## config.mk

```make
export PLATFORM = sky130hd
export DESIGN_NAME = ccts_core
export DESIGN_NICKNAME = d
export VERILOG_FILES = /design/src/ccts_pkg.sv /design/src/ccts_core.sv
export SDC_FILE = /design/constraint.sdc
export NUM_CORES = 1
export LEC_CHECK = 0
export ABC_AREA = 1
export BUFFER_PORTS_ARGS = -buffer_cell sky130_fd_sc_hd__buf_2
export CAP_MARGIN = 20
export CORE_MARGIN = 1.5
export CORE_UTILIZATION = 28
export DETAILED_ROUTE_END_ITERATION = 16
export GPL_TIMING_DRIVEN = 0
export PLACE_DENSITY = 0.42
export SLEW_MARGIN = 5
export SYNTH_ARGS = -nofsm -noshare
export SYNTH_HDL_FRONTEND = slang
export SYNTH_SLANG_ARGS = --single-unit
```

## constraint.sdc

```tcl
create_clock -name i_core_clk -period 2.1 [get_ports i_core_clk]
set_input_delay 0.105 -clock i_core_clk [delete_from_list [all_inputs] [get_ports i_core_clk]]
set_output_delay 0.105 -clock i_core_clk [all_outputs]
set_load 0.01 [all_outputs]
```

## src/ccts_pkg.sv

```systemverilog
// Constants for the machine-cycle sequencer and lower special register map.
// Assumes an 8-bit direct-address register port and one oscillator clock.
package ccts_pkg;

  // Timing in oscillator clocks and machine cycles
  localparam int CLKS_PER_MCYCLE = 4;
  localparam int CLKS_PER_LEGACY_TICK = 12;
  localparam int XMOVE_MCYCLES = 2;
  localparam int DDMOVE_MCYCLES = 3;
  localparam int MIN_MCYCLES = 1;
  localparam int MAX_MCYCLES = 5;

  // Register addresses
  localparam logic [7:0] SFR_BASE = 8'h80;
  localparam logic [7:0] SFR_LAST = 8'hA4;
  localparam logic [7:0] ADR_PORT4_LATCH = 8'h80;
  localparam logic [7:0] ADR_STACK_POINTER_LOW = 8'h81;
  localparam logic [7:0] ADR_POINTER0_LOW = 8'h82;
  localparam logic [7:0] ADR_POINTER0_HIGH = 8'h83;
  localparam logic [7:0] ADR_POINTER1_LOW = 8'h84;
  localparam logic [7:0] ADR_POINTER1_HIGH = 8'h85;
  localparam logic [7:0] ADR_POINTER_SELECT = 8'h86;
  localparam logic [7:0] ADR_POWER_CONTROL = 8'h87;
  localparam logic [7:0] ADR_TIMER_CONTROL = 8'h88;
  localparam logic [7:0] ADR_TIMER_MODE = 8'h89;
  localparam logic [7:0] ADR_TIMER0_COUNT_LOW = 8'h8A;
  localparam logic [7:0] ADR_TIMER1_COUNT_LOW = 8'h8B;
  localparam logic [7:0] ADR_TIMER0_COUNT_HIGH = 8'h8C;
  localparam logic [7:0] ADR_TIMER1_COUNT_HIGH = 8'h8D;
  localparam logic [7:0] ADR_CLOCK_CONTROL = 8'h8E;
  localparam logic [7:0] ADR_PORT1_LATCH = 8'h90;
  localparam logic [7:0] ADR_EXTENDED_INTERRUPT_FLAGS = 8'h91;
  localparam logic [7:0] ADR_PORT4_FUNCTION_CONTROL = 8'h92;
  localparam logic [7:0] ADR_POINTER0_EXTENSION = 8'h93;
  localparam logic [7:0] ADR_POINTER1_EXTENSION = 8'h95;
  localparam logic [7:0] ADR_CAN0_RX_MSG_STORE0 = 8'h96;
  localparam logic [7:0] ADR_CAN0_RX_MSG_STORE1 = 8'h97;
  localparam logic [7:0] ADR_SERIAL0_CONTROL = 8'h98;
  localparam logic [7:0] ADR_SERIAL0_BUFFER = 8'h99;
  localparam logic [7:0] ADR_STACK_POINTER_EXTENSION = 8'h9B;
  localparam logic [7:0] ADR_ADDRESS_PAGE = 8'h9C;
  localparam logic [7:0] ADR_ADDRESS_MODE_CONTROL = 8'h9D;
  localparam logic [7:0] ADR_CAN0_TX_MSG_ACK0 = 8'h9E;
  localparam logic [7:0] ADR_CAN0_TX_MSG_ACK1 = 8'h9F;
  localparam logic [7:0] ADR_PORT2_LATCH = 8'hA0;
  localparam logic [7:0] ADR_PORT5_LATCH = 8'hA1;
  localparam logic [7:0] ADR_PORT5_FUNCTION_CONTROL = 8'hA2;
  localparam logic [7:0] ADR_CAN0_CONTROL = 8'hA3;
  localparam logic [7:0] ADR_CAN0_STATUS = 8'hA4;

  // Reset values
  localparam logic [7:0] RST_PORT = 8'hFF;
  localparam logic [7:0] RST_STACK_POINTER = 8'h07;
  localparam logic [7:0] RST_ZERO = 8'h00;

  // Clock control fields
  localparam int CKC_TIMER0_FAST = 3;
  localparam int CKC_TIMER1_FAST = 4;
  localparam int CKC_TIMER2_FAST = 5;

  // Timer control fields
  localparam int TC_TF1 = 7;
  localparam int TC_TR1 = 6;
  localparam int TC_TF0 = 5;
  localparam int TC_TR0 = 4;

  // Timer mode fields, timer 1 in the upper nibble
  localparam int TM_T1_LSB = 4;
  localparam int TM_GATE = 3;
  localparam int TM_CT = 2;

  typedef enum logic [1:0] {CCTS_GENERIC, CCTS_XMOVE, CCTS_DDMOVE, CCTS_LONG} ccts_class_t;

endpackage

```

## src/ccts_core.sv

```systemverilog
// Machine-cycle sequencer, legacy/fast timer prescale and the 80h..A4h register map.
// Assumes the core supplies instruction class and byte count; the register port
// is the direct-address path driven by the execution unit, one access per clock.
//
// How it works
// - Every machine cycle is exactly four oscillator clocks, no dummy cycles.
// - After reset timers advance once per twelve oscillator clocks.
// - Software may make each timer advance once per four clocks instead.
// - One address latch strobe pulse is given in every machine cycle.
// - External data move through the pointer completes in two machine cycles.
// - Direct-to-direct move takes three machine cycles, twelve clocks.
// - Generally one machine cycle per opcode or operand byte fetched.
// - Instructions last from one up to five machine cycles.
// - Flags and status update exactly as the original architecture; only timing differs.
// - Added registers sit at addresses distinct from standard register locations.
`timescale 1ns/10ps

module ccts_core
  import ccts_pkg::*;
#(
  parameter int MCYCLE_CLOCKS = CLKS_PER_MCYCLE,
  parameter int LEGACY_CLOCKS = CLKS_PER_LEGACY_TICK
) (
  input wire logic i_core_clk,
  input wire logic i_reset_n,
  input wire logic i_instr_start,
  input wire ccts_class_t i_instr_class,
  input wire logic [2:0] i_instr_bytes,
  output logic o_instr_ready,
  output logic o_instr_done,
  output logic [2:0] o_mcycle_index,
  output logic o_ale,
  output logic o_mcycle_end,
  input wire logic [7:0] i_sfr_addr,
  input wire logic i_sfr_wr,
  input wire logic [7:0] i_sfr_wdata,
  input wire logic i_sfr_rd,
  output logic [7:0] o_sfr_rdata,
  input wire logic i_t0_pin,
  input wire logic i_t1_pin,
  input wire logic i_int0_n,
  input wire logic i_int1_n,
  input wire logic i_tf0_ack,
  input wire logic i_tf1_ack,
  output logic o_tf0,
  output logic o_tf1,
  output logic [2:0] o_timer_fast
);

  if (MCYCLE_CLOCKS != 4 || LEGACY_CLOCKS < MCYCLE_CLOCKS || LEGACY_CLOCKS > 255) begin : g_bad_clocks
    $error("ccts_core: unsupported cycle clock counts");
  end

  localparam int NREG = 37;
  localparam logic [1:0] PH_LAST = 2'(MCYCLE_CLOCKS - 1);
  localparam logic [7:0] LEG_LAST = 8'(LEGACY_CLOCKS - 1);

  typedef enum logic [1:0] {SQ_IDLE, SQ_WAIT, SQ_RUN} ccts_seq_t;

  // Cycles an instruction needs, bounded to the legal range
  function automatic logic [2:0] ccts_cycles(input ccts_class_t cls, input logic [2:0] nbytes);
    logic [2:0] n;
    n = nbytes;
    unique case (cls)
      CCTS_XMOVE: n = 3'(XMOVE_MCYCLES);
      CCTS_DDMOVE: n = 3'(DDMOVE_MCYCLES);
      CCTS_LONG: n = 3'(MAX_MCYCLES);
      CCTS_GENERIC: n = nbytes;
    endcase
    if (n < 3'(MIN_MCYCLES)) begin
      n = 3'(MIN_MCYCLES);
    end
    if (n > 3'(MAX_MCYCLES)) begin
      n = 3'(MAX_MCYCLES);
    end
    return n;
  endfunction

  // Address held by a register of this map
  function automatic logic ccts_mapped(input logic [7:0] a);
    return (a >= SFR_BASE) && (a <= SFR_LAST) && (a != 8'h8F) && (a != 8'h94) && (a != 8'h9A);
  endfunction

  // Counter step for one timer: {overflow, high, low}
  function automatic logic [16:0] ccts_step(input logic [1:0] mode, input logic [7:0] th, input logic [7:0] tl);
    logic [16:0] r;
    logic [13:0] m0;
    logic [16:0] m1;
    logic [8:0] m2;
    m0 = {1'b0, th, tl[4:0]} + 14'h0001;
    m1 = {1'b0, th, tl} + 17'h00001;
    m2 = {1'b0, tl} + 9'h001;
    r = {1'b0, th, tl};
    unique case (mode)
      2'h0: r = {m0[13], m0[12:5], tl[7:5], m0[4:0]};
      2'h1: r = m1;
      2'h2: r = {m2[8], th, (m2[8] ? th : m2[7:0])};
      2'h3: r = {m2[8], th, m2[7:0]};
    endcase
    return r;
  endfunction

  // Machine cycle phase
  logic [1:0] phase_q;
  logic cyc_end;
  assign cyc_end = (phase_q == PH_LAST);

  always_ff @(posedge i_core_clk or negedge i_reset_n) begin
    if (!i_reset_n) begin
      phase_q <= 2'h0;
    end else begin
      phase_q <= cyc_end ? 2'h0 : phase_q + 2'h1;
    end
  end

  logic ale_q;
  always_ff @(posedge i_core_clk or negedge i_reset_n) begin
    if (!i_reset_n) begin
      ale_q <= 1'b0;
    end else begin
      ale_q <= cyc_end;
    end
  end
  assign o_ale = ale_q;
  assign o_mcycle_end = cyc_end;

  // Instruction sequencer
  ccts_seq_t seq_q;
  logic [2:0] need_q;
  logic [2:0] idx_q;
  logic done_q;
  assign o_instr_ready = (seq_q == SQ_IDLE);
  assign o_instr_done = done_q;
  assign o_mcycle_index = idx_q;

  always_ff @(posedge i_core_clk or negedge i_reset_n) begin
    if (!i_reset_n) begin
      seq_q <= SQ_IDLE;
      need_q <= 3'h1;
      idx_q <= 3'h0;
      done_q <= 1'b0;
    end else begin
      done_q <= 1'b0;
      unique case (seq_q)
        SQ_IDLE: begin
          if (i_instr_start) begin
            need_q <= ccts_cycles(i_instr_class, i_instr_bytes);
            idx_q <= 3'h0;
            seq_q <= cyc_end ? SQ_RUN : SQ_WAIT;
          end
        end
        SQ_WAIT: begin
          if (cyc_end) begin
            seq_q <= SQ_RUN;
          end
        end
        SQ_RUN: begin
          if (cyc_end) begin
            if (idx_q + 3'h1 == need_q) begin
              done_q <= 1'b1;
              idx_q <= 3'h0;
              seq_q <= SQ_IDLE;
            end else begin
              idx_q <= idx_q + 3'h1;
            end
          end
        end
      endcase
    end
  end

  // Legacy twelve-clock tick
  logic [7:0] leg_q;
  logic leg_tick;
  assign leg_tick = (leg_q == LEG_LAST);
  always_ff @(posedge i_core_clk or negedge i_reset_n) begin
    if (!i_reset_n) begin
      leg_q <= 8'h00;
    end else begin
      leg_q <= leg_tick ? 8'h00 : leg_q + 8'h01;
    end
  end

  // Timer registers
  logic [7:0] timer_control_q;
  logic [7:0] timer_mode_q;
  logic [7:0] clock_control_q;
  logic [7:0] tl0_q;
  logic [7:0] th0_q;
  logic [7:0] tl1_q;
  logic [7:0] th1_q;
  logic wr;
  assign wr = i_sfr_wr && ccts_mapped(i_sfr_addr);

  logic tick0;
  logic tick1;
  assign tick0 = clock_control_q[CKC_TIMER0_FAST] ? cyc_end : leg_tick;
  assign tick1 = clock_control_q[CKC_TIMER1_FAST] ? cyc_end : leg_tick;
  assign o_timer_fast = clock_control_q[CKC_TIMER2_FAST:CKC_TIMER0_FAST];

  // Counter inputs seen once per machine cycle
  logic t0_prev_q;
  logic t1_prev_q;
  logic t0_fall;
  logic t1_fall;
  assign t0_fall = t0_prev_q && !i_t0_pin;
  assign t1_fall = t1_prev_q && !i_t1_pin;
  always_ff @(posedge i_core_clk or negedge i_reset_n) begin
    if (!i_reset_n) begin
      t0_prev_q <= 1'b1;
      t1_prev_q <= 1'b1;
    end else if (cyc_end) begin
      t0_prev_q <= i_t0_pin;
      t1_prev_q <= i_t1_pin;
    end
  end

  logic [3:0] m0f;
  logic [3:0] m1f;
  logic run0;
  logic run1;
  logic inc0;
  logic inc1;
  logic inc0h;
  logic [16:0] s0;
  logic [16:0] s1;
  logic [8:0] s0h;
  assign m0f = timer_mode_q[TM_T1_LSB-1:0];
  assign m1f = timer_mode_q[7:TM_T1_LSB];
  assign run0 = timer_control_q[TC_TR0] && (!m0f[TM_GATE] || i_int0_n);
  assign run1 = timer_control_q[TC_TR1] && (!m1f[TM_GATE] || i_int1_n) && (m1f[1:0] != 2'h3);
  assign inc0 = run0 && (m0f[TM_CT] ? (cyc_end && t0_fall) : tick0);
  assign inc1 = run1 && (m1f[TM_CT] ? (cyc_end && t1_fall) : tick1);
  // Split timer 0: high half runs off timer 1's run bit
  assign inc0h = (m0f[1:0] == 2'h3) && timer_control_q[TC_TR1] && tick0;
  assign s0 = ccts_step(m0f[1:0], th0_q, tl0_q);
  assign s1 = ccts_step(m1f[1:0], th1_q, tl1_q);
  assign s0h = {1'b0, th0_q} + 9'h001;

  logic ovf0;
  logic ovf1;
  assign ovf0 = inc0 && s0[16];
  assign ovf1 = (m0f[1:0] == 2'h3) ? (inc0h && s0h[8]) : (inc1 && s1[16]);

  always_ff @(posedge i_core_clk or negedge i_reset_n) begin
    if (!i_reset_n) begin
      tl0_q <= RST_ZERO;
      th0_q <= RST_ZERO;
    end else begin
      if (wr && i_sfr_addr == ADR_TIMER0_COUNT_LOW) begin
        tl0_q <= i_sfr_wdata;
      end else if (inc0) begin
        tl0_q <= s0[7:0];
      end
      if (wr && i_sfr_addr == ADR_TIMER0_COUNT_HIGH) begin
        th0_q <= i_sfr_wdata;
      end else if (inc0h) begin
        th0_q <= s0h[7:0];
      end else if (inc0 && m0f[1:0] != 2'h3) begin
        th0_q <= s0[15:8];
      end
    end
  end

  always_ff @(posedge i_core_clk or negedge i_reset_n) begin
    if (!i_reset_n) begin
      tl1_q <= RST_ZERO;
      th1_q <= RST_ZERO;
    end else begin
      if (wr && i_sfr_addr == ADR_TIMER1_COUNT_LOW) begin
        tl1_q <= i_sfr_wdata;
      end else if (inc1) begin
        tl1_q <= s1[7:0];
      end
      if (wr && i_sfr_addr == ADR_TIMER1_COUNT_HIGH) begin
        th1_q <= i_sfr_wdata;
      end else if (inc1) begin
        th1_q <= s1[15:8];
      end
    end
  end

  always_ff @(posedge i_core_clk or negedge i_reset_n) begin
    if (!i_reset_n) begin
      timer_control_q <= RST_ZERO;
    end else begin
      if (wr && i_sfr_addr == ADR_TIMER_CONTROL) begin
        timer_control_q <= i_sfr_wdata;
      end
      if (ovf0) begin
        timer_control_q[TC_TF0] <= 1'b1;
      end else if (i_tf0_ack) begin
        timer_control_q[TC_TF0] <= 1'b0;
      end else if (wr && i_sfr_addr == ADR_TIMER_CONTROL) begin
        timer_control_q[TC_TF0] <= i_sfr_wdata[TC_TF0];
      end
      if (ovf1) begin
        timer_control_q[TC_TF1] <= 1'b1;
      end else if (i_tf1_ack) begin
        timer_control_q[TC_TF1] <= 1'b0;
      end else if (wr && i_sfr_addr == ADR_TIMER_CONTROL) begin
        timer_control_q[TC_TF1] <= i_sfr_wdata[TC_TF1];
      end
    end
  end
  assign o_tf0 = timer_control_q[TC_TF0];
  assign o_tf1 = timer_control_q[TC_TF1];

  always_ff @(posedge i_core_clk or negedge i_reset_n) begin
    if (!i_reset_n) begin
      timer_mode_q <= RST_ZERO;
      clock_control_q <= RST_ZERO;
    end else if (wr) begin
      if (i_sfr_addr == ADR_TIMER_MODE) begin
        timer_mode_q <= i_sfr_wdata;
      end
      if (i_sfr_addr == ADR_CLOCK_CONTROL) begin
        clock_control_q <= i_sfr_wdata;
      end
    end
  end

  // Plain storage for the remaining registers of the map
  logic [7:0] regs_q [NREG];
  logic [5:0] widx;
  assign widx = 6'(i_sfr_addr - SFR_BASE);

  function automatic logic [7:0] ccts_reset_value(input int i);
    logic [7:0] a;
    a = 8'(i) + SFR_BASE;
    if (a == ADR_PORT4_LATCH || a == ADR_PORT1_LATCH || a == ADR_PORT2_LATCH || a == ADR_PORT5_LATCH) begin
      return RST_PORT;
    end
    if (a == ADR_STACK_POINTER_LOW) begin
      return RST_STACK_POINTER;
    end
    return RST_ZERO;
  endfunction

  function automatic logic ccts_read_only(input logic [7:0] a);
    return a == ADR_CAN0_RX_MSG_STORE0 || a == ADR_CAN0_RX_MSG_STORE1 ||
           a == ADR_CAN0_TX_MSG_ACK0 || a == ADR_CAN0_TX_MSG_ACK1;
  endfunction

  // added registers decoded at their own addresses only
  always_ff @(posedge i_core_clk or negedge i_reset_n) begin
    if (!i_reset_n) begin
      for (int i = 0; i < NREG; i++) begin
        regs_q[i] <= ccts_reset_value(i);
      end
    end else if (wr && !ccts_read_only(i_sfr_addr)) begin
      regs_q[widx] <= i_sfr_wdata;
    end
  end

  // Read port, data one clock after the request
  logic [7:0] rdata_q;
  always_ff @(posedge i_core_clk or negedge i_reset_n) begin
    if (!i_reset_n) begin
      rdata_q <= RST_ZERO;
    end else if (i_sfr_rd) begin
      if (!ccts_mapped(i_sfr_addr)) begin
        rdata_q <= RST_ZERO;
      end else begin
        unique case (i_sfr_addr)
          ADR_TIMER_CONTROL: rdata_q <= timer_control_q;
          ADR_TIMER_MODE: rdata_q <= timer_mode_q;
          ADR_CLOCK_CONTROL: rdata_q <= clock_control_q;
          ADR_TIMER0_COUNT_LOW: rdata_q <= tl0_q;
          ADR_TIMER0_COUNT_HIGH: rdata_q <= th0_q;
          ADR_TIMER1_COUNT_LOW: rdata_q <= tl1_q;
          ADR_TIMER1_COUNT_HIGH: rdata_q <= th1_q;
          default: rdata_q <= regs_q[widx];
        endcase
      end
    end
  end
  assign o_sfr_rdata = rdata_q;

endmodule

```

Word level (Yosys, flattened, before mapping). Cells that the tools add are included.

Bits of input ports: 32. Word-level logic and storage cells: 227. Flip-flop bits (word level): 382. Output and inout port bits: 20.

Eq/ne operators: 40. Mux-type cells: 54. Bitwise operators: 1. Add/subtract/negate cells: 11. $lt $le $gt $ge: 6. Reduce and logical (&&, ||, !) cells: 57.

Operators by type and width (count): $bwmux W296 (1); $pmux W17 S4 (2); $mux W8 (16); $eq A8 B8 Y1 const B (11); $pmux W8 S7 (1); $bmux W8 S6 (1); $demux W8 S6 (1); $add A16 B1 Y17 const B (2); $add A13 B1 Y14 const B (2); $add A8 B1 Y9 const B (3); $logic_and A1 B1 Y1 (27); $mux W3 (9); $ne A8 B8 Y1 const B (3); $ne A2 B2 Y1 const B (10); $eq A2 B2 Y1 const B (8); $mux W1 (14); $mux W2 (6); $pmux W3 S4 (1); $reduce_and A2 Y1 (5); $reduce_and A3 Y1 (3); $reduce_bool A3 Y1 (3); $add A8 B1 Y8 const B (1); $eq A2 B1 Y1 const B (4); $eq A8 B4 Y1 const B (1); 20 further kinds (34).

Logic depth before layout (Yosys ltp). Gate-level depths: netlist (run 1).

Depth after elaboration: 10. Gate-level depth with buffers: 16. Depth with buffers taken out: 13.

Least setup slack after synthesis (run 1). OpenSTA, ideal clock, no wires.

Kind: register to register. From: register phase_q[0]. To: register tl0_q[7]. Setup time: 0.125 ns. Setup slack: 0.168 ns. Required time: 1.975 ns. Buffers on the path: 1. Cell stages (with the launch flop): 12. Arrival: 1.808 ns. Path through: dfrtp_1 ha_1 clkbuf_1 inv_1 nor2_1 nand2_1 a21oi_1 nand2_1 nor2_1 inv_1 nand3_1 nand3_1.

Word-level cells in the longest chain between the ends: 6. Elaborated cells between the ends (all ways): 7. Classes of those cells: eq/ne: 1; mux: 2; reduce/logical: 4.

RTL lines: start, declared (line ccts_core.sv:104) `logic [1:0] phase_q;`; start signal, assigned (line ccts_core.sv:112) `phase_q <= cyc_end ? 2'h0 : phase_q + 2'h1;`; $eq A2 B2 Y1 * (line ccts_core.sv:106) `assign cyc_end = (phase_q == PH_LAST);`; named net o_mcycle_end (line ccts_core.sv:33) `output logic o_mcycle_end,`; $mux W1 or $logic_and A1 B1 Y1 (tied branches) (line ccts_core.sv:197, ccts_core.sv:232); $mux W1 * (line ccts_core.sv:232) `assign inc0 = run0 && (m0f[TM_CT] ? (cyc_end && t0_fall) : tick0);`; $logic_and A1 B1 Y1 * (line ccts_core.sv:232); $reduce_bool A2 Y1 (no source line) *; $reduce_and A2 Y1 (no source line) *; end signal, assigned (line ccts_core.sv:251) `tl0_q <= i_sfr_wdata;`; end signal, assigned (line ccts_core.sv:253) `tl0_q <= s0[7:0];`; end, declared (line ccts_core.sv:188) `logic [7:0] tl0_q;`.

The timed path passes the listed nets; every way through them passes the cells marked *. A chain may end at the register's enable or synchronous reset.

Worst setup path in the final report (run 1).
From: register regs_q[161] in the netlist's numbering. To: register rdata_q[1] (netlist: o_sfr_rdata[1]).

Word-level cells in the longest chain between the ends: 5.

RTL lines: start, declared (line ccts_core.sv:324) `logic [7:0] regs_q [NREG];`; start signal, assigned by index (line ccts_core.sv:349) `regs_q[i] <= ccts_reset_value(i);`; start signal, assigned by index (line ccts_core.sv:352) `regs_q[widx] <= i_sfr_wdata;`; $bmux W8 S6 (line ccts_core.sv:373) `default: rdata_q <= regs_q[widx];`; $mux W8 (implied by the code) (2 in series) (line ccts_core.sv:373); $pmux W8 S7 (line ccts_core.sv:365) `unique case (i_sfr_addr)`; $mux W8 (line ccts_core.sv:362) `if (!ccts_mapped(i_sfr_addr)) begin`; end signal, assigned (line ccts_core.sv:366) `ADR_TIMER_CONTROL: rdata_q <= timer_control_q;`; end signal, assigned (line ccts_core.sv:367) `ADR_TIMER_MODE: rdata_q <= timer_mode_q;`; end signal, assigned (line ccts_core.sv:373); end, declared (line ccts_core.sv:357) `logic [7:0] rdata_q;`.

Every way passes these cells. The select of a mux whose other input is x is not followed.

==> results.cfg, run 1 <==
[clocking]
cts_buffer_depth = 3
cts_buffers = 49
clk_latency_ns = 0.60
cts_tree = done
clk_pin_slew_worst_paths_ns = 0.06
root_buffer = clkbuf_16
clock-sinks = 382
h-tree-depth = 2

[yosys]
synthesis.area_um2 = 20700
synth_cells = 2980
synth.ff_latch_count = 382
yosysTopAreaCellShare_pct = 41.6
yosysTopAreaCell = dfrtp_1
synth_cell_types = 39
yosys-top-cells-count = nand2_1 (1,261), dfrtp_1 (344), inv_1 (304)
synth_edf_count = 0
async_flop_share_pct = 100
postSynthAreaPerCell_um2 = 6.94
yosysSeqAreaShare_pct = 46.4
synth.most_common_cell = nand2_1
netlist_top_cells_area = dfrtp_1 (42%), nand2_1 (23%), nand3_1 (7.2%), inv_1 (5.5%), dfstp_2 (4.8%)
synthFlopType = dfrtp_1
yosys_warnings = 0
synth_fp_nets = 3021

[grt]
grt_overflow = 0
antenna_found_initial = 0
grt_usage_pct = 22.3
grt_pass1_wl_um = 125000
grt_max_degree = 109
first_global_vias = 18819

[finish]
post_route_cells_drive_above_1_share_pct = 10.0
finish.utilization_pct = 33.3
design_area_um2 = 24300
num_antenna_cells = 0
final_nets = 3136
final_cells = 4089
area_growth_pct = 17.6

[placed_design]
place.gp.congestion = 0.967
post-dp-hpwl_um = 62100
dpl.cell_count = 3981
port_buffers = 39
placed_cell_area_um2 = 22200
place_ws_ns = -0.871

[floorplanning]
die_y_um = 275
placementRows = 99
core_area_um2 = 73100
die_width_um = 275
start_util_pct = 28.3
die-area_um2 = 75500
io_pins = 52

[power]
pwr-share-seq_pct = 41.3
p_leak_nw = 12.5
p_per_area_nw_per_um2 = 793
swShare_pct = 27.6
pwr-share-clk_pct = 46.9
internal_power_w = 0.0140
comb_power_share_pct = 11.8
ir_worst_vdd_uv = 510
p_switching_w = 0.00532

[critical_path]
start_kind = flip-flop
cp_slowest_stage_delay_ns = 0.54
r2r_start = regs_q[161]
r2r-end = o_sfr_rdata[1]
crit_path_end_kind = flip-flop
path_cells = nor2_1, o21bai_1, nand2_1, nand2_1, nand2_1, o21ai_0, nand3_1, nand2_1, nand2_1, nand2_1
reg2reg_depth = 10
worstPathRequired_ns = 2.62
cpMostUsedCell = nand2_1
cp_top_family = simple AND/OR/NAND/NOR gates
arrival_ns = 2.56
slowest_stage = dfstp_2
cp_max_fo = 2
critPathKind = flip-flop to flip-flop
r2r_slack_ns = 0.06
critical_path_buf_inv_count = 0

[sta]
rsz0062_at_grt = yes
setup_ws_ns = 0.0599
slew_viol_final = 0
worst-slew-pin-transition_ns = 1.15
hold_violations = 0
setup-violations-final = 0
timing.slew.headroom_pct = 23.5
finalCritPeriodShare_pct = 97.1
tns_ns = 0
min_period_ns = 2.04
clock_skew_ns = 0.0197
max_freq_mhz = 490

[route]
vias_per_cell = 4.77
drtIter0Drc = 1907
drt-total-wl_um = 83500
firstDrtPassIters = 12
drc_errors = 6
wl_per_cell_um = 20.4
ant_nets = 0
via_count = 19487

[hold_path]
whs_endpoint = o_sfr_rdata[7]
hp-start = i_sfr_rd
min_path_type = input port to flip-flop
whs_path_depth = 4

[status]
outcome = finished, violations left
violations = design-rule violations

[flow_run]
max_cap_viol_count = 0
[power by group through the flow]
stage | registers [W] | clock network, W | logic, W
floorplan | 0.00796 | 0 | 0.00135
global placement | 0.00802 | 0 | 0.00225
detailed placement | 0.00802 | 0 | 0.00230
CTS | 0.00793 | 0.00927 | 0.00232
global route | 0.00800 | 0.00955 | 0.00256
finish | 0.00797 | 0.00904 | 0.00228
[worst max-delay path by stage]
stage,startpoint,end,slack (ns),cells after the start
2_1_floorplan,phase_q[0],tl0_q[7],0.17,11
3_3_place_gp,i_reset_n,regs_q[18],-7.20,1
3_5_place_dp,i_sfr_addr[6],o_sfr_rdata[2],-0.87,12
4_1_cts,tl0_q[0],tl0_q[6],0.0005,11
5_1_grt,i_sfr_addr[0],o_sfr_rdata[3],-0.03,16
6_report,regs_q[161],o_sfr_rdata[1],0.06,10
[state kept, by name (all words and copies together), names as in the netlist, 2 cells and up]
signal and cells:
o_sfr_rdata 8, need_q 3, th1_q 8, leg_q 8
phase_q 2, clock_control_q 8, tl0_q 8, tl1_q 8
timer_control_q 8, seq_q 2, regs_q 296, timer_mode_q 8
th0_q 8, o_mcycle_index 3
[cell usage in the layout (no fill, tap or decap), types with 4 or more instances in the layout]
cell type and instances:
nand2_4 9, nand2_2 13, xnor2_1 8, nor3_1 6
dfstp_2 38, a21oi_1 23, nand3_1 299, buf_6 11
nand3b_1 4, xor2_1 8, o21ai_0 138, dfrtp_1 341
ha_1 8, nand4_1 12, buf_2 61, nor2_2 18
clkinv_2 5, o21ai_1 67, inv_2 14, nor2_4 10
buf_4 22, nor3_2 6, buf_1 12, bufinv_16 7
clkbuf_2 9, clkbuf_1 116, nand4_4 5, o21bai_1 10
clkbuf_16 50, dlygate4sd3_1 14, inv_1 300, nand2_1 1252
nor2_1 188, clkbuf_8 12
[routing by layer]
layer	wire length [um]	global-route usage [%]	part of all wire, %
met5	0	0	0
met4	2630	7.28	3.1
met3	4510	2.60	5.4
met2	38000	36.1	46
met1	38300	31.1	46
[tightest hold or removal path, stage by stage]
cell and delay, ns:
buf_2 0.10, clkinv_1 0.26, nand2_1 0.09, nand2_1 0.05
[kinds of logic (layout without fill, tap and decap cells)]
kind of cell               count (synthesis)  in the layout  synth area share, %
AOI/OAI and AO/OA                        249            249                 6.28
and+or+nand+nor                         1827           1827                 36.3
DFF                                      382            382                 46.4
xor gates and xnor gates                  16             16                0.677
buffers and inverters                    497            647                 9.79
adders and majority gates                  9              9                0.544
[final cells by class]
type	instances	area (um^2)
clock buffers	72	1450
flip-flops and latches	382	9610
well taps	959	1200
clock inverters	14	251
plain buffers	174	843
fillers	7994	48800
repair buffers	68	518
inverters	319	1200
multi-input cells	2101	9250
[what timing repair did]
item | CTS | global route
endpoints found under the hold margin | 91 | 0
endpoints found under the setup margin | 60 | 43
gates resized for setup | 34 | 46
hold buffers | 14 | 0
pin swaps | 3 | 9
buffers inserted | 2 | 10
[through the flow]
step	hold WS, ns	total power [W]
finish	0.0600	0.0193
global route	0.0591	0.0201
CTS	0.0295	0.0195
detailed placement	0.172	0.0103
global placement	0.358	0.0103
floorplan	-0.191	0.00931
No activity file was read; power rests on OpenSTA's default activity.
==> inputs of run 2 (changes only) <==
--- a/config.mk
+++ b/config.mk
@@ -13,6 +13,7 @@
 export DETAILED_ROUTE_END_ITERATION = 16
 export GPL_TIMING_DRIVEN = 0
 export PLACE_DENSITY = 0.42
+export REMOVE_ABC_BUFFERS = 1
 export SLEW_MARGIN = 5
 export SYNTH_ARGS = -nofsm -noshare
 export SYNTH_HDL_FRONTEND = slang
==> run 2 against run 1 <==
  * The run ends with design-rule violations, negative setup slack left
  * Via count decreased by 3.7%
  * Combinational power about the same
  * Sequential share of layout area rose by 0.48 points
  * Sequential power barely moved
  * Total power fell by 5.3%
  * Critical path depth fell by 2
  * Routed wire length decreased by 8.7%
  * Worst setup slack worse by 0.10 ns
  * Critical endpoint is now o_sfr_rdata[0]
  * Clock skew is 0.0018 ns lower
  * Worst hold slack gained 0.044 ns
  * Largest cell class unchanged
  * Non-clock buffer count decreased by 137
  * Sequential cell count unchanged
==> results.cfg, run 2 (synthesized netlist as in run 1, its figures left out) <==
[route]
firstDrtPassIters = 13
drt-total-wl_um = 76200
wl_per_cell_um = 19.3
vias_per_cell = 4.74
ant_nets = 0
drc_errors = 2
via_count = 18771
drtIter0Drc = 1716

[floorplanning]
die_y_um = 275
io_pins = 52
die_width_um = 275
placementRows = 99
die-area_um2 = 75500
core_area_um2 = 73100
start_util_pct = 28.3

[placed_design]
dpl.cell_count = 3823
place.gp.congestion = 0.892
placed_cell_area_um2 = 21600
post-dp-hpwl_um = 49000
port_buffers = 51

[sta]
setup_ws_ns = -0.0447
hold_violations = 0
min_period_ns = 2.14
rsz0062_at_grt = yes
finalCritPeriodShare_pct = 102
worst-slew-pin-transition_ns = 0.975
slew_viol_final = 0
whs_ns = 0.104
timing.slew.headroom_pct = 35.0
max_freq_mhz = 466
setup-violations-final = 6
clock_skew_ns = 0.0179

[finish]
post_route_cells_drive_above_1_share_pct = 9.84
finish.utilization_pct = 32.9
largest_register_ffs = 296
most-common-layout-cells = nand2_1 (1,246), dfrtp_1 (342), inv_1 (302), nand3_1 (299), nor2_1 (183)
final_cells = 3956
design_area_um2 = 24000
fillCellCount = 7973
area_growth_pct = 16.2
layout_commonest_cell = nand2_1
num_antenna_cells = 0
regMostFlops = regs_q
final_nets = 3000

[clocking]
clock-sinks = 382
cts_buffers = 47
clk_pin_slew_worst_paths_ns = 0.06
root_buffer = clkbuf_16
clk_latency_ns = 0.60
cts_buffer_depth = 3
h-tree-depth = 2
cts_tree = done

[critical_path]
critical_path_buf_inv_count = 2
critPathKind = input port to flip-flop
cpMostUsedCell = nand2_1
cp_top_family = simple AND/OR/NAND/NOR gates
worstPathRequired_ns = 2.62
r2r_slack_ns = 0.12
crit_path_end_kind = flip-flop
start_kind = input port
cp_max_fo = 9
cp_slowest_stage_delay_ns = 0.65
path_cells = buf_2, nor2_1, nand2_1, a311oi_4, inv_1, nand2_1, nand2_1, nand2_1
arrival_ns = 2.67
slowest_stage = nor2_1

[power]
p_per_area_nw_per_um2 = 760
ir_worst_vdd_uv = 437
p_leak_nw = 12.4

[grt]
grt_overflow = 0
antenna_found_initial = 2
grt_max_degree = 106
grt_pass1_wl_um = 115000
first_global_vias = 17844
grt_usage_pct = 20.2

[flow_run]
max_cap_viol_count = 0

[hold_path]
min_path_type = input port to asynchronous set/reset pin

[status]
violations = design-rule violations, negative setup slack
outcome = finished, violations left
run 2: timing repair:
| item | CTS | global route |
|---|---|---|
| endpoints found under the setup margin | 304 | 159 |
| gates resized for setup | 61 | 30 |
| endpoints found under the hold margin | 105 | 0 |
| pin swaps | 6 | 6 |
| hold buffers | 13 | 0 |
| gates cloned | 8 | 0 |
| buffers inserted | 14 | 10 |
run 2: cell type report:
type                       instances  area (um^2)  area share [%]
timing repair buffer             105         1090            4.52
clock buffer                      78         1420            5.92
multi-input combinational       2103         9380            39.0
sequential                       382         9610            40.0
inverter                         319         1240            5.18
timing repair inverter             1         8.76          0.0364
clock inverter                     9         87.6           0.364
tap                              959         1200            4.99
run 2: report_power, final:
part | leakage, nW | internal (W) | switching (W)
combinational | 6.74 | 0.000715 | 0.00155
clock | 0.738 | 0.00473 | 0.00328
sequential | 4.88 | 0.00767 | 0.000308
run 2: metal layers:
layer  track usage (%)  wire, um
met2              32.4     35000
met1              28.5     35500
met4              5.69      1870
met3              2.50      3840
met5                 0        23
run 2: stage by stage:
step	TNS, ns	total power (W)	worst slack (ns)
finish	-0.160	0.0183	-0.0447
global placement	-4520.68	0.0102	-7.47
global route	-0.0424	0.0191	-0.0314
detailed placement	-475.68	0.0102	-2.11
floorplan	-179.58	0.00917	-1.17
CTS	0	0.0185	0.00555
run 2: final timing paths:
check,startpoint,to,cells past startpoint
min in group i_core_clk,i_sfr_wr,clock_control_q[1],4
max reg2reg,th0_q[1],th0_q[6],10
max,i_sfr_addr[6],o_sfr_rdata[0],8
min reg2reg,regs_q[44],regs_q[44],0
max in group asynchronous,i_reset_n,regs_q[162],4
min,i_reset_n,phase_q[1],2
